==> src/rtl/link_cfg_pkg.sv <==
package link_cfg_pkg;

  // ----------------------------------------------------------------------
  // Register map
  // ----------------------------------------------------------------------
  localparam int ADDR_W = 8;
  localparam logic [7:0] OFS_CTRL = 8'h08;
  localparam logic [7:0] OFS_RATE = 8'h0C;
  localparam logic [7:0] OFS_VER = 8'h10;

  // ----------------------------------------------------------------------
  // Field positions
  // ----------------------------------------------------------------------
  localparam int CTRL_TX_EN = 0;
  localparam int CTRL_ROLE = 1;
  localparam int CTRL_SELF_SYNC = 2;
  localparam int CTRL_INS_EN = 3;
  localparam int RATE_W = 5;
  localparam int VER_TX_LSB = 0;
  localparam int VER_FILT = 8;
  localparam int VER_AUTO = 9;
  localparam int VER_RX_LSB = 16;
  localparam int VER_RX_VALID = 24;

  // ----------------------------------------------------------------------
  // Values
  // ----------------------------------------------------------------------
  localparam logic [7:0] VER_PLAIN = 8'h01;
  localparam logic [7:0] VER_SCRAMBLED = 8'h02;
  localparam logic [7:0] VER_RESET = 8'h01;
  localparam logic [2:0] FILT_COUNT = 3'h5;
  localparam logic ROLE_MASTER = 1'b0;
  localparam logic ROLE_SLAVE = 1'b1;
  localparam logic [4:0] RATE_DEFAULT = 5'h01;

  // ----------------------------------------------------------------------
  // Carriers
  // ----------------------------------------------------------------------
  typedef struct packed {
    logic [ADDR_W-1:0] addr;
    logic [31:0] wdata;
    logic wr;
    logic rd;
  } reg_req_s;

  typedef struct packed {
    logic tx_enable;
    logic role_slave;
    logic self_sync;
    logic ins_en;
    logic [RATE_W-1:0] line_rate;
    logic [7:0] tx_version;
    logic scramble;
  } link_ctrl_s;

  typedef struct packed {
    logic hf_strobe;
    logic [7:0] rx_version;
    logic [RATE_W-1:0] nego_rate;
  } link_stat_s;

endpackage : link_cfg_pkg

==> src/rtl/link_cfg_regs.sv <==
`timescale 1ns/1ps
// Function
// - Insert flagged control bytes only when enabled
// - Self-sync test lets slave sync alone
// - Role bit: zero master, one slave
// - Role and rate reset to build settings
// - Transmit only while enable bit set
// - Rate field chooses next sync rate
// - Non-zero negotiated rate overrides field
// - Rate field writable only with negotiation
// - Valid flag for received version byte
// - Received version shown read-only, resets zero
// - Version auto-negotiation enable bit
// - Auto and filter bits depend on build
// - Filter accepts version after five hyperframes
// - Transmit version one plain, two scrambled
// - Auto-negotiation updates transmit version itself
// - Zero scrambler seed means no scrambling
module link_cfg_regs
  import link_cfg_pkg::*;
#(
  parameter logic ROLE_AT_BUILD = ROLE_MASTER,
  parameter logic [RATE_W-1:0] RATE_AT_BUILD = RATE_DEFAULT,
  parameter bit RATE_NEGO_EN = 1'b1,
  parameter bit VER_NEGO_EN = 1'b1
)
(
  input wire logic core_clk,
  input wire logic sys_rst,
  input wire link_cfg_pkg::reg_req_s req,
  output logic [31:0] rdata,
  input wire logic seed_zero,
  input wire link_cfg_pkg::link_stat_s stat,
  input wire logic [1:0] ins_flag,
  output logic [1:0] ins_strobe,
  output link_cfg_pkg::link_ctrl_s ctrl
);
  import link_cfg_pkg::*;

  // ----------------------------------------------------------------------
  // State
  // ----------------------------------------------------------------------
  logic [3:0] ctrl_r, ctrl_nxt;
  logic [RATE_W-1:0] rate_r, rate_nxt;
  logic auto_r, auto_nxt;
  logic filt_r, filt_nxt;
  logic [7:0] txver_r, txver_nxt;
  logic [7:0] rxver_r, rxver_nxt;
  logic [7:0] cand_r, cand_nxt;
  logic [2:0] cnt_r, cnt_nxt;
  logic [31:0] rdata_nxt;
  link_ctrl_s ctrl_nxt_s;
  logic [1:0] ins_nxt;
  logic rx_valid;

  assign rx_valid = (rxver_r == VER_PLAIN) || (rxver_r == VER_SCRAMBLED);

  // ----------------------------------------------------------------------
  // Register writes and version tracking
  // ----------------------------------------------------------------------
  always_comb
  begin
    ctrl_nxt = ctrl_r;
    rate_nxt = rate_r;
    auto_nxt = auto_r;
    filt_nxt = filt_r;
    txver_nxt = txver_r;
    rxver_nxt = rxver_r;
    cand_nxt = cand_r;
    cnt_nxt = cnt_r;
    if (req.wr && req.addr == OFS_CTRL)
    begin
      ctrl_nxt = req.wdata[3:0];
    end
    if (req.wr && req.addr == OFS_RATE && RATE_NEGO_EN)
    begin
      rate_nxt = req.wdata[RATE_W-1:0];
    end
    if (req.wr && req.addr == OFS_VER)
    begin
      txver_nxt = req.wdata[VER_TX_LSB +: 8];
      if (VER_NEGO_EN)
      begin
        auto_nxt = req.wdata[VER_AUTO];
        filt_nxt = req.wdata[VER_FILT];
      end
    end
    if (stat.hf_strobe)
    begin
      if (!filt_r)
      begin
        rxver_nxt = stat.rx_version;
        cand_nxt = stat.rx_version;
        cnt_nxt = FILT_COUNT;
      end
      else if (stat.rx_version != cand_r)
      begin
        cand_nxt = stat.rx_version;
        cnt_nxt = 3'h1;
      end
      else if (cnt_r != FILT_COUNT)
      begin
        cnt_nxt = cnt_r + 3'h1;
        if (cnt_r + 3'h1 == FILT_COUNT)
        begin
          rxver_nxt = cand_r;
        end
      end
    end
    if (auto_r)
    begin
      txver_nxt = seed_zero ? VER_PLAIN : VER_SCRAMBLED;
    end
  end

  always_ff @(posedge core_clk)
  begin
    if (sys_rst)
    begin
      ctrl_r <= {2'h0, ROLE_AT_BUILD, 1'b0};
      rate_r <= RATE_AT_BUILD;
      auto_r <= VER_NEGO_EN;
      filt_r <= VER_NEGO_EN;
      txver_r <= VER_RESET;
      rxver_r <= 8'h00;
      cand_r <= 8'h00;
      cnt_r <= 3'h0;
    end
    else
    begin
      ctrl_r <= ctrl_nxt;
      rate_r <= rate_nxt;
      auto_r <= auto_nxt;
      filt_r <= filt_nxt;
      txver_r <= txver_nxt;
      rxver_r <= rxver_nxt;
      cand_r <= cand_nxt;
      cnt_r <= cnt_nxt;
    end
  end

  // ----------------------------------------------------------------------
  // Read data and link outputs
  // ----------------------------------------------------------------------
  always_comb
  begin
    rdata_nxt = 32'h0000_0000;
    if (req.rd)
    begin
      unique case (req.addr)
        OFS_CTRL: rdata_nxt[3:0] = ctrl_r;
        OFS_RATE: rdata_nxt[RATE_W-1:0] = rate_r;
        OFS_VER:
        begin
          rdata_nxt[VER_RX_VALID] = rx_valid;
          rdata_nxt[VER_RX_LSB +: 8] = rxver_r;
          rdata_nxt[VER_AUTO] = auto_r;
          rdata_nxt[VER_FILT] = filt_r;
          rdata_nxt[VER_TX_LSB +: 8] = txver_r;
        end
        default: rdata_nxt = 32'h0000_0000;
      endcase
    end
    ctrl_nxt_s.tx_enable = ctrl_r[CTRL_TX_EN];
    ctrl_nxt_s.role_slave = ctrl_r[CTRL_ROLE];
    ctrl_nxt_s.self_sync = ctrl_r[CTRL_SELF_SYNC] && ctrl_r[CTRL_ROLE];
    ctrl_nxt_s.ins_en = ctrl_r[CTRL_INS_EN];
    ctrl_nxt_s.line_rate = (stat.nego_rate != '0) ? stat.nego_rate
                                                  : rate_r;
    ctrl_nxt_s.tx_version = txver_r;
    ctrl_nxt_s.scramble = !seed_zero;
    ins_nxt = ctrl_r[CTRL_INS_EN] ? ins_flag : 2'h0;
  end

  always_ff @(posedge core_clk)
  begin
    if (sys_rst)
    begin
      rdata <= 32'h0000_0000;
      ctrl <= '0;
      ins_strobe <= 2'h0;
    end
    else
    begin
      rdata <= rdata_nxt;
      ctrl <= ctrl_nxt_s;
      ins_strobe <= ins_nxt;
    end
  end
endmodule : link_cfg_regs

==> config.mk <==
export PLATFORM = sky130hd
export DESIGN_NAME = link_cfg_regs
export DESIGN_NICKNAME = d
export VERILOG_FILES = /design/src/rtl/link_cfg_pkg.sv /design/src/rtl/link_cfg_regs.sv
export SDC_FILE = /design/constraint.sdc
export NUM_CORES = 1
export LEC_CHECK = 0
export ABC_AREA = 1
export CORE_ASPECT_RATIO = 0.75
export CORE_UTILIZATION = 62
export CTS_CLUSTER_DIAMETER = 100
export DETAILED_ROUTE_END_ITERATION = 12
export DONT_BUFFER_PORTS = 1
export HOLD_SLACK_MARGIN = 0.03
export PLACE_DENSITY = 0.83
export SYNTH_ARGS = -nofsm -noshare
export SYNTH_HDL_FRONTEND = slang
export SYNTH_SLANG_ARGS = --single-unit
==> constraint.sdc <==
create_clock -name core_clk -period 2.03 [get_ports core_clk]
set_clock_uncertainty 0.15 [all_clocks]
set_input_delay 0.203 -clock core_clk [delete_from_list [all_inputs] [get_ports core_clk]]
set_output_delay 0.203 -clock core_clk [all_outputs]
set_load 0.02 [all_outputs]
# After elaboration in Yosys (flattened, before gate mapping)
# Cells that the tools add are included.
# W data, S select, Z words.
# word_totals
input_bits	61
regBits	90
out_inout_bits	52
word_cells	65
# classes
eq_ne	13
n_addsub	1
n_reduce_logical	14
mux	15
bitwise	3
# ops
cell	count
$mux W8	8
$eq A8 B4 Y1 const B	2
$pmux W4 S3	1
$mux W3	3
$eq A8 B1 Y1 const B	1
$eq A8 B2 Y1 const B	1
$eq A8 B5 Y1 const B	1
$ne A8 B8 Y1	1
$ne A2 B1 Y1 const B	3
$mux W5	1
$reduce_bool A5 Y1	1
$logic_and A1 B1 Y1	4
$reduce_and A2 Y1	2
$reduce_and A4 Y1	1
$reduce_or A2 Y1	2
$add A3 B1 Y3 const B	1
$eq A3 B3 Y1 const B	1
$ne A3 B1 Y1 const B	1
$ne A3 B3 Y1 const B	1
$not A1 Y1	3
$reduce_or A3 Y1	1
$mux W2	1
$ne A2 B2 Y1 const B	1
$pmux W1 S2	1
3 further kinds	3

# Longest topological paths before layout
# depth
ltp_word	6
mapped_depth	12
depth_no_buf	11

# Least setup slack after synthesis
# Ideal clock, no wire load.
# synth_timing
path_type	register to register
start	register cnt_r[0]
end	register rxver_r[1]
stages_incl_launch_ff	9
setup_slack_ns	0.479
n_path_buf	1
arrival_ns	1.288
t_required_ns	1.767
period_less_slack_ns	1.551
setup_time_ns	0.113
path_cell_list	dfxtp_1 -> ha_1 -> xor2_1 -> nand2_1 -> o21ai_2 -> nand3_4 -> buf_6 -> nor2_1 -> nor2_1
# synth_via
elab_chain_len	4
elab_cells_between_ends	6
classes_between	1 x add/sub; 4 x eq/ne; 1 x reduce/logical
# synth_lines
item	line_no	rtl
start: declaration	link_cfg_regs.sv:50	logic [2:0] cnt_r, cnt_nxt;
start signal: assignment	link_cfg_regs.sv:138	cnt_r <= cnt_nxt;
$add A3 B1 Y3	link_cfg_regs.sv:104	if (cnt_r + 3'h1 == FILT_COUNT)
$eq A3 B3 Y1	link_cfg_regs.sv:104	
$ne A2 B1 Y1 (no line)	n/a	
$reduce_and A4 Y1 (no line) (*)	n/a	
end signal: assignment	link_cfg_regs.sv:136	rxver_r <= rxver_nxt;
end: declaration	link_cfg_regs.sv:48	logic [7:0] rxver_r, rxver_nxt;
# Every way passes the cells marked *; elsewhere a longest branch is shown, timed or not.
# A chain may end at the register's enable or synchronous reset.

# Worst setup path after layout
# layout_timing
start	input port req[37] (netlist bit)
end	register rate_r[0]
# layout_via
elab_chain_len	2
# layout_lines
item	line_no	rtl
start: declaration	link_cfg_regs.sv:30	input wire link_cfg_pkg::reg_req_s req,
$eq A8 B4 Y1	link_cfg_regs.sv:75	if (req.wr && req.addr == OFS_RATE && RATE_NEGO_EN)
$logic_and A1 B1 Y1	link_cfg_regs.sv:75	
end signal: assignment	link_cfg_regs.sv:132	rate_r <= rate_nxt;
end: declaration	link_cfg_regs.sv:44	logic [RATE_W-1:0] rate_r, rate_nxt;
# No other way between the ends.

==> flow_summary.json <==
{
  "setup-violations-final": 1,
  "final_cycle_utilization_of_the_critical_path": 1.002,
  "grt_overflow_total": 0,
  "drtAntennaViolNets": 0,
  "final.setup.worst_slack_ns": -0.004138,
  "initial_utilization": 0.6726,
  "worstPathCellList": "dlygate4sd3_1, nand3_1, nor3_4, nand2_2, inv_1, nand2_1, nand3_1, dlygate4sd3_1",
  "synth.largest_area_cell": "dfxtp_1",
  "dpl.hpwl_mm": 4.673,
  "syn_inst": 422,
  "antenna_cells": 0,
  "ff2ff_path_depth": 8,
  "max-slew-margin-rel": 0.5077,
  "max_freq_mhz": 491.6,
  "crit_path_max_incr_delay_ns": 0.55,
  "timing.final.crit_period_ns": 2.034,
  "antenna_found_initial": 0,
  "worst-path-max-fanout": 7,
  "most-common-layout-cells": "nor2_1, dfxtp_1, nand2_1, inv_1, o21ai_0",
  "clock_insertion_delay_worst_skew_ns": 0.37,
  "global_route.usage.total": 0.3064,
  "critical_path.slowest_cell": "dlygate4sd3_1",
  "drt_pass1_iterations": 12,
  "floorplan.die.width_um": 84.02,
  "hold_viol": 0,
  "routed-via-count": 2832,
  "part_of_the_power_in_combinational_logic": 0.077,
  "grt_pass1_vias": 2634,
  "finish.utilization": 0.7845,
  "p_seq_frac": 0.545,
  "ctsResizeCount": 0,
  "htree_levels": 3,
  "clock_power_share": 0.378,
  "floorplan.rows": 21,
  "run_status": "finished with violations",
  "drt-initial-drc-count": 337,
  "crit_path_end_kind": "register",
  "grt_pass1_wl_mm": 12.35,
  "cts_inserted_buffers": 9,
  "p_sw_frac": 0.2756,
  "average_vias_per_placed_instance": 5.415,
  "synth.yosys.seq_area_share": 0.4928,
  "die_area_sq_um": 5336,
  "tritoncts_clock_tree": "yes",
  "maxSlewViolCount": 0,
  "p_leak_nw": 1.721,
  "synthToLayoutAreaGrowth_pct": 16.64,
  "placeableCoreArea_sq_um": 4651,
  "internal_power_w": 0.002083,
  "synth.cell_area_sq_um": 3128,
  "top_level_ports": 113,
  "commonest_non_fill_non_tap_cell_in_the_layout": "nor2_1",
  "p_switching_w": 0.0007924,
  "num-fill-cells": 331,
  "yosys.area.top_type_share": 0.4928,
  "worstHoldPathCells": 4,
  "nets": 525,
  "hp-class": "in -> reg",
  "number_of_synthesized_register_bits": 77,
  "worst_slew_pin_slew_ns": 0.7360,
  "ctsLongestPathBuffers": 2,
  "yosysWarnings": 0,
  "post-route-drc-count": 18,
  "synth_area_leaders": "dfxtp_1, nor2_1, nand2_1, inv_1, o21ai_0",
  "floorplan_die_height_um": 63.52,
  "gp_congestion": 0.8684,
  "cap_violations": 0,
  "number_of_different_library_cells_in_the_post_synthesis_netlist": 31,
  "maximum_number_of_pins_on_one_net_before_global_route_repair": 35,
  "postRouteWirelength_mm": 7.666,
  "worst_ep_required_time_ns": 2.20,
  "numPortBuffers": 0,
  "detail_route.wl_per_cell_um": 14.66,
  "cts.reportedPaths.clkPinSlew_ns": 0.09,
  "final_layout_size_suffix_gt1_frac": 0.07082,
  "post_synth.cell_area_avg_sq_um": 7.412,
  "peakVddDrop_mv": 0.5112,
  "preCtsSetupSlack_ns": 0.3411,
  "worstPathArrival_ns": 2.20,
  "violated_checks": "design-rule violations, negative setup slack",
  "worstSetupStartpointType": "input pin",
  "pwr_density_cell_nw_per_um2": 788.1,
  "ctsRootBufferMaster": "clkbuf_8",
  "timing_worst_setup_path_type": "in -> reg",
  "cts.sinks": 77
}
==> power by group through the flow <==
stage / Clock (W) / Combinational [W] / Sequential (W)
after floorplan: 0 / 0.000149 / 0.00160
after global placement: 0 / 0.000146 / 0.00160
after detailed placement: 0 / 0.000150 / 0.00160
after CTS: 0.00109 / 0.000214 / 0.00156
after global routing: 0.00117 / 0.000245 / 0.00157
final: 0.00109 / 0.000222 / 0.00157
==> worst paths after layout <==
path	start	end	slack, ns
worst max-delay path	req[37]	rate_r[0]	-0.004
worst min-delay path	req[1]	filt_r	0.04
worst max register to register	cand_r[7]	cand_r[7]	0.28
worst min register to register	txver_r[3]	ctrl[4]	0.30
==> through the flow <==
stage / instance area [sq um] / power, W / instances / hold WS, ns / TNS [ns]
after floorplan: 3173 / 0.001744 / 434 / 0.1254 / 0
after global placement: 3122 / 0.001744 / 472 / 0.1256 / 0
after detailed placement: 3122 / 0.001749 / 472 / 0.1258 / 0
after CTS: 3633 / 0.002866 / 521 / 0.03052 / 0
after global routing: 3649 / 0.002982 / 523 / 0.05146 / -0.03100
final: 3649 / 0.002875 / 523 / 0.04421 / -0.004138
==> cells by family (layout without fill, tap and decap cells) <==
| family | count (synthesis) | after routing | share of synthesized area |
|---|---|---|---|
| AO/OA/AOI/OAI | 56 | 56 | 0.09360 |
| XOR/XNOR | 6 | 6 | 0.01680 |
| adder cells (fa/ha/maj) | 3 | 3 | 0.01200 |
| buffers and inverters | 81 | 113 | 0.1160 |
| flip-flops | 77 | 77 | 0.4928 |
| other | 1 | 13 | 0.001199 |
| AND/OR/NAND/NOR | 198 | 198 | 0.2676 |
==> cells in the mapped netlist <==
cell type / instances
buf_6: 1
xnor2_1: 5
inv_2: 2
o211ai_1: 3
buf_2: 2
nor2_4: 1
nand4_1: 4
ha_1: 3
or2_1: 1
dfxtp_1: 77
nor2_1: 92
and3_1: 2
a21oi_1: 11
inv_1: 58
o21ai_2: 1
clkbuf_1: 5
nor4_1: 1
nor3_4: 1
o21ai_0: 35
nand3_1: 11
nor2_2: 1
buf_4: 13
conb_1: 1
xor2_1: 1
nor3b_2: 1
nand2_1: 75
o22ai_1: 1
o21ai_1: 5
nand2_2: 5
nand3_4: 1
nor3_1: 2
==> critical path: cells and delay by family <==
family,cells,cell delay (ns)
and+or+nand+nor,5,0.77
buffers and inverters,3,1.23
==> timing repair <==
action                                  in CTS  in global routing
hold buffers                                33                  0
hold endpoints to repair                    61                  0
endpoints found under the setup margin       0                  1
setup buffers                                0                  2
==> layout make-up <==
class | instances | area (sq um) | share of cell area
inverters | 60 | 225.2 | 0.06173
flip-flops and latches | 77 | 1541 | 0.4225
well taps | 57 | 71.32 | 0.01955
repair buffers | 37 | 360.3 | 0.09877
clock inverters | 7 | 57.56 | 0.01578
multi-input cells | 276 | 1269 | 0.3477
clock buffers | 9 | 123.9 | 0.03395
==> state kept, by name, summed over array words and instances, names as in the netlist <==
| name | count |
|---|---|
| auto_r | 1 |
| filt_r | 1 |
| cnt_r | 3 |
| ctrl | 18 |
| rdata | 19 |
| rate_r | 5 |
| rxver_r | 8 |
| ctrl_r | 4 |
| cand_r | 8 |
| txver_r | 8 |
| ins_strobe | 2 |
==> layer usage <==
metal  vias up  share of wire  routed length, um  global-route usage
li1       1357              -                  -                   -
met1      1253           0.42               3219              0.3840
met2       190           0.43               3280              0.4600
met3        32           0.12                925              0.1376
met4         0          0.031                240              0.1228
met5         -              0                  0                   0
Note: power is estimated with default switching activity, not from simulation.
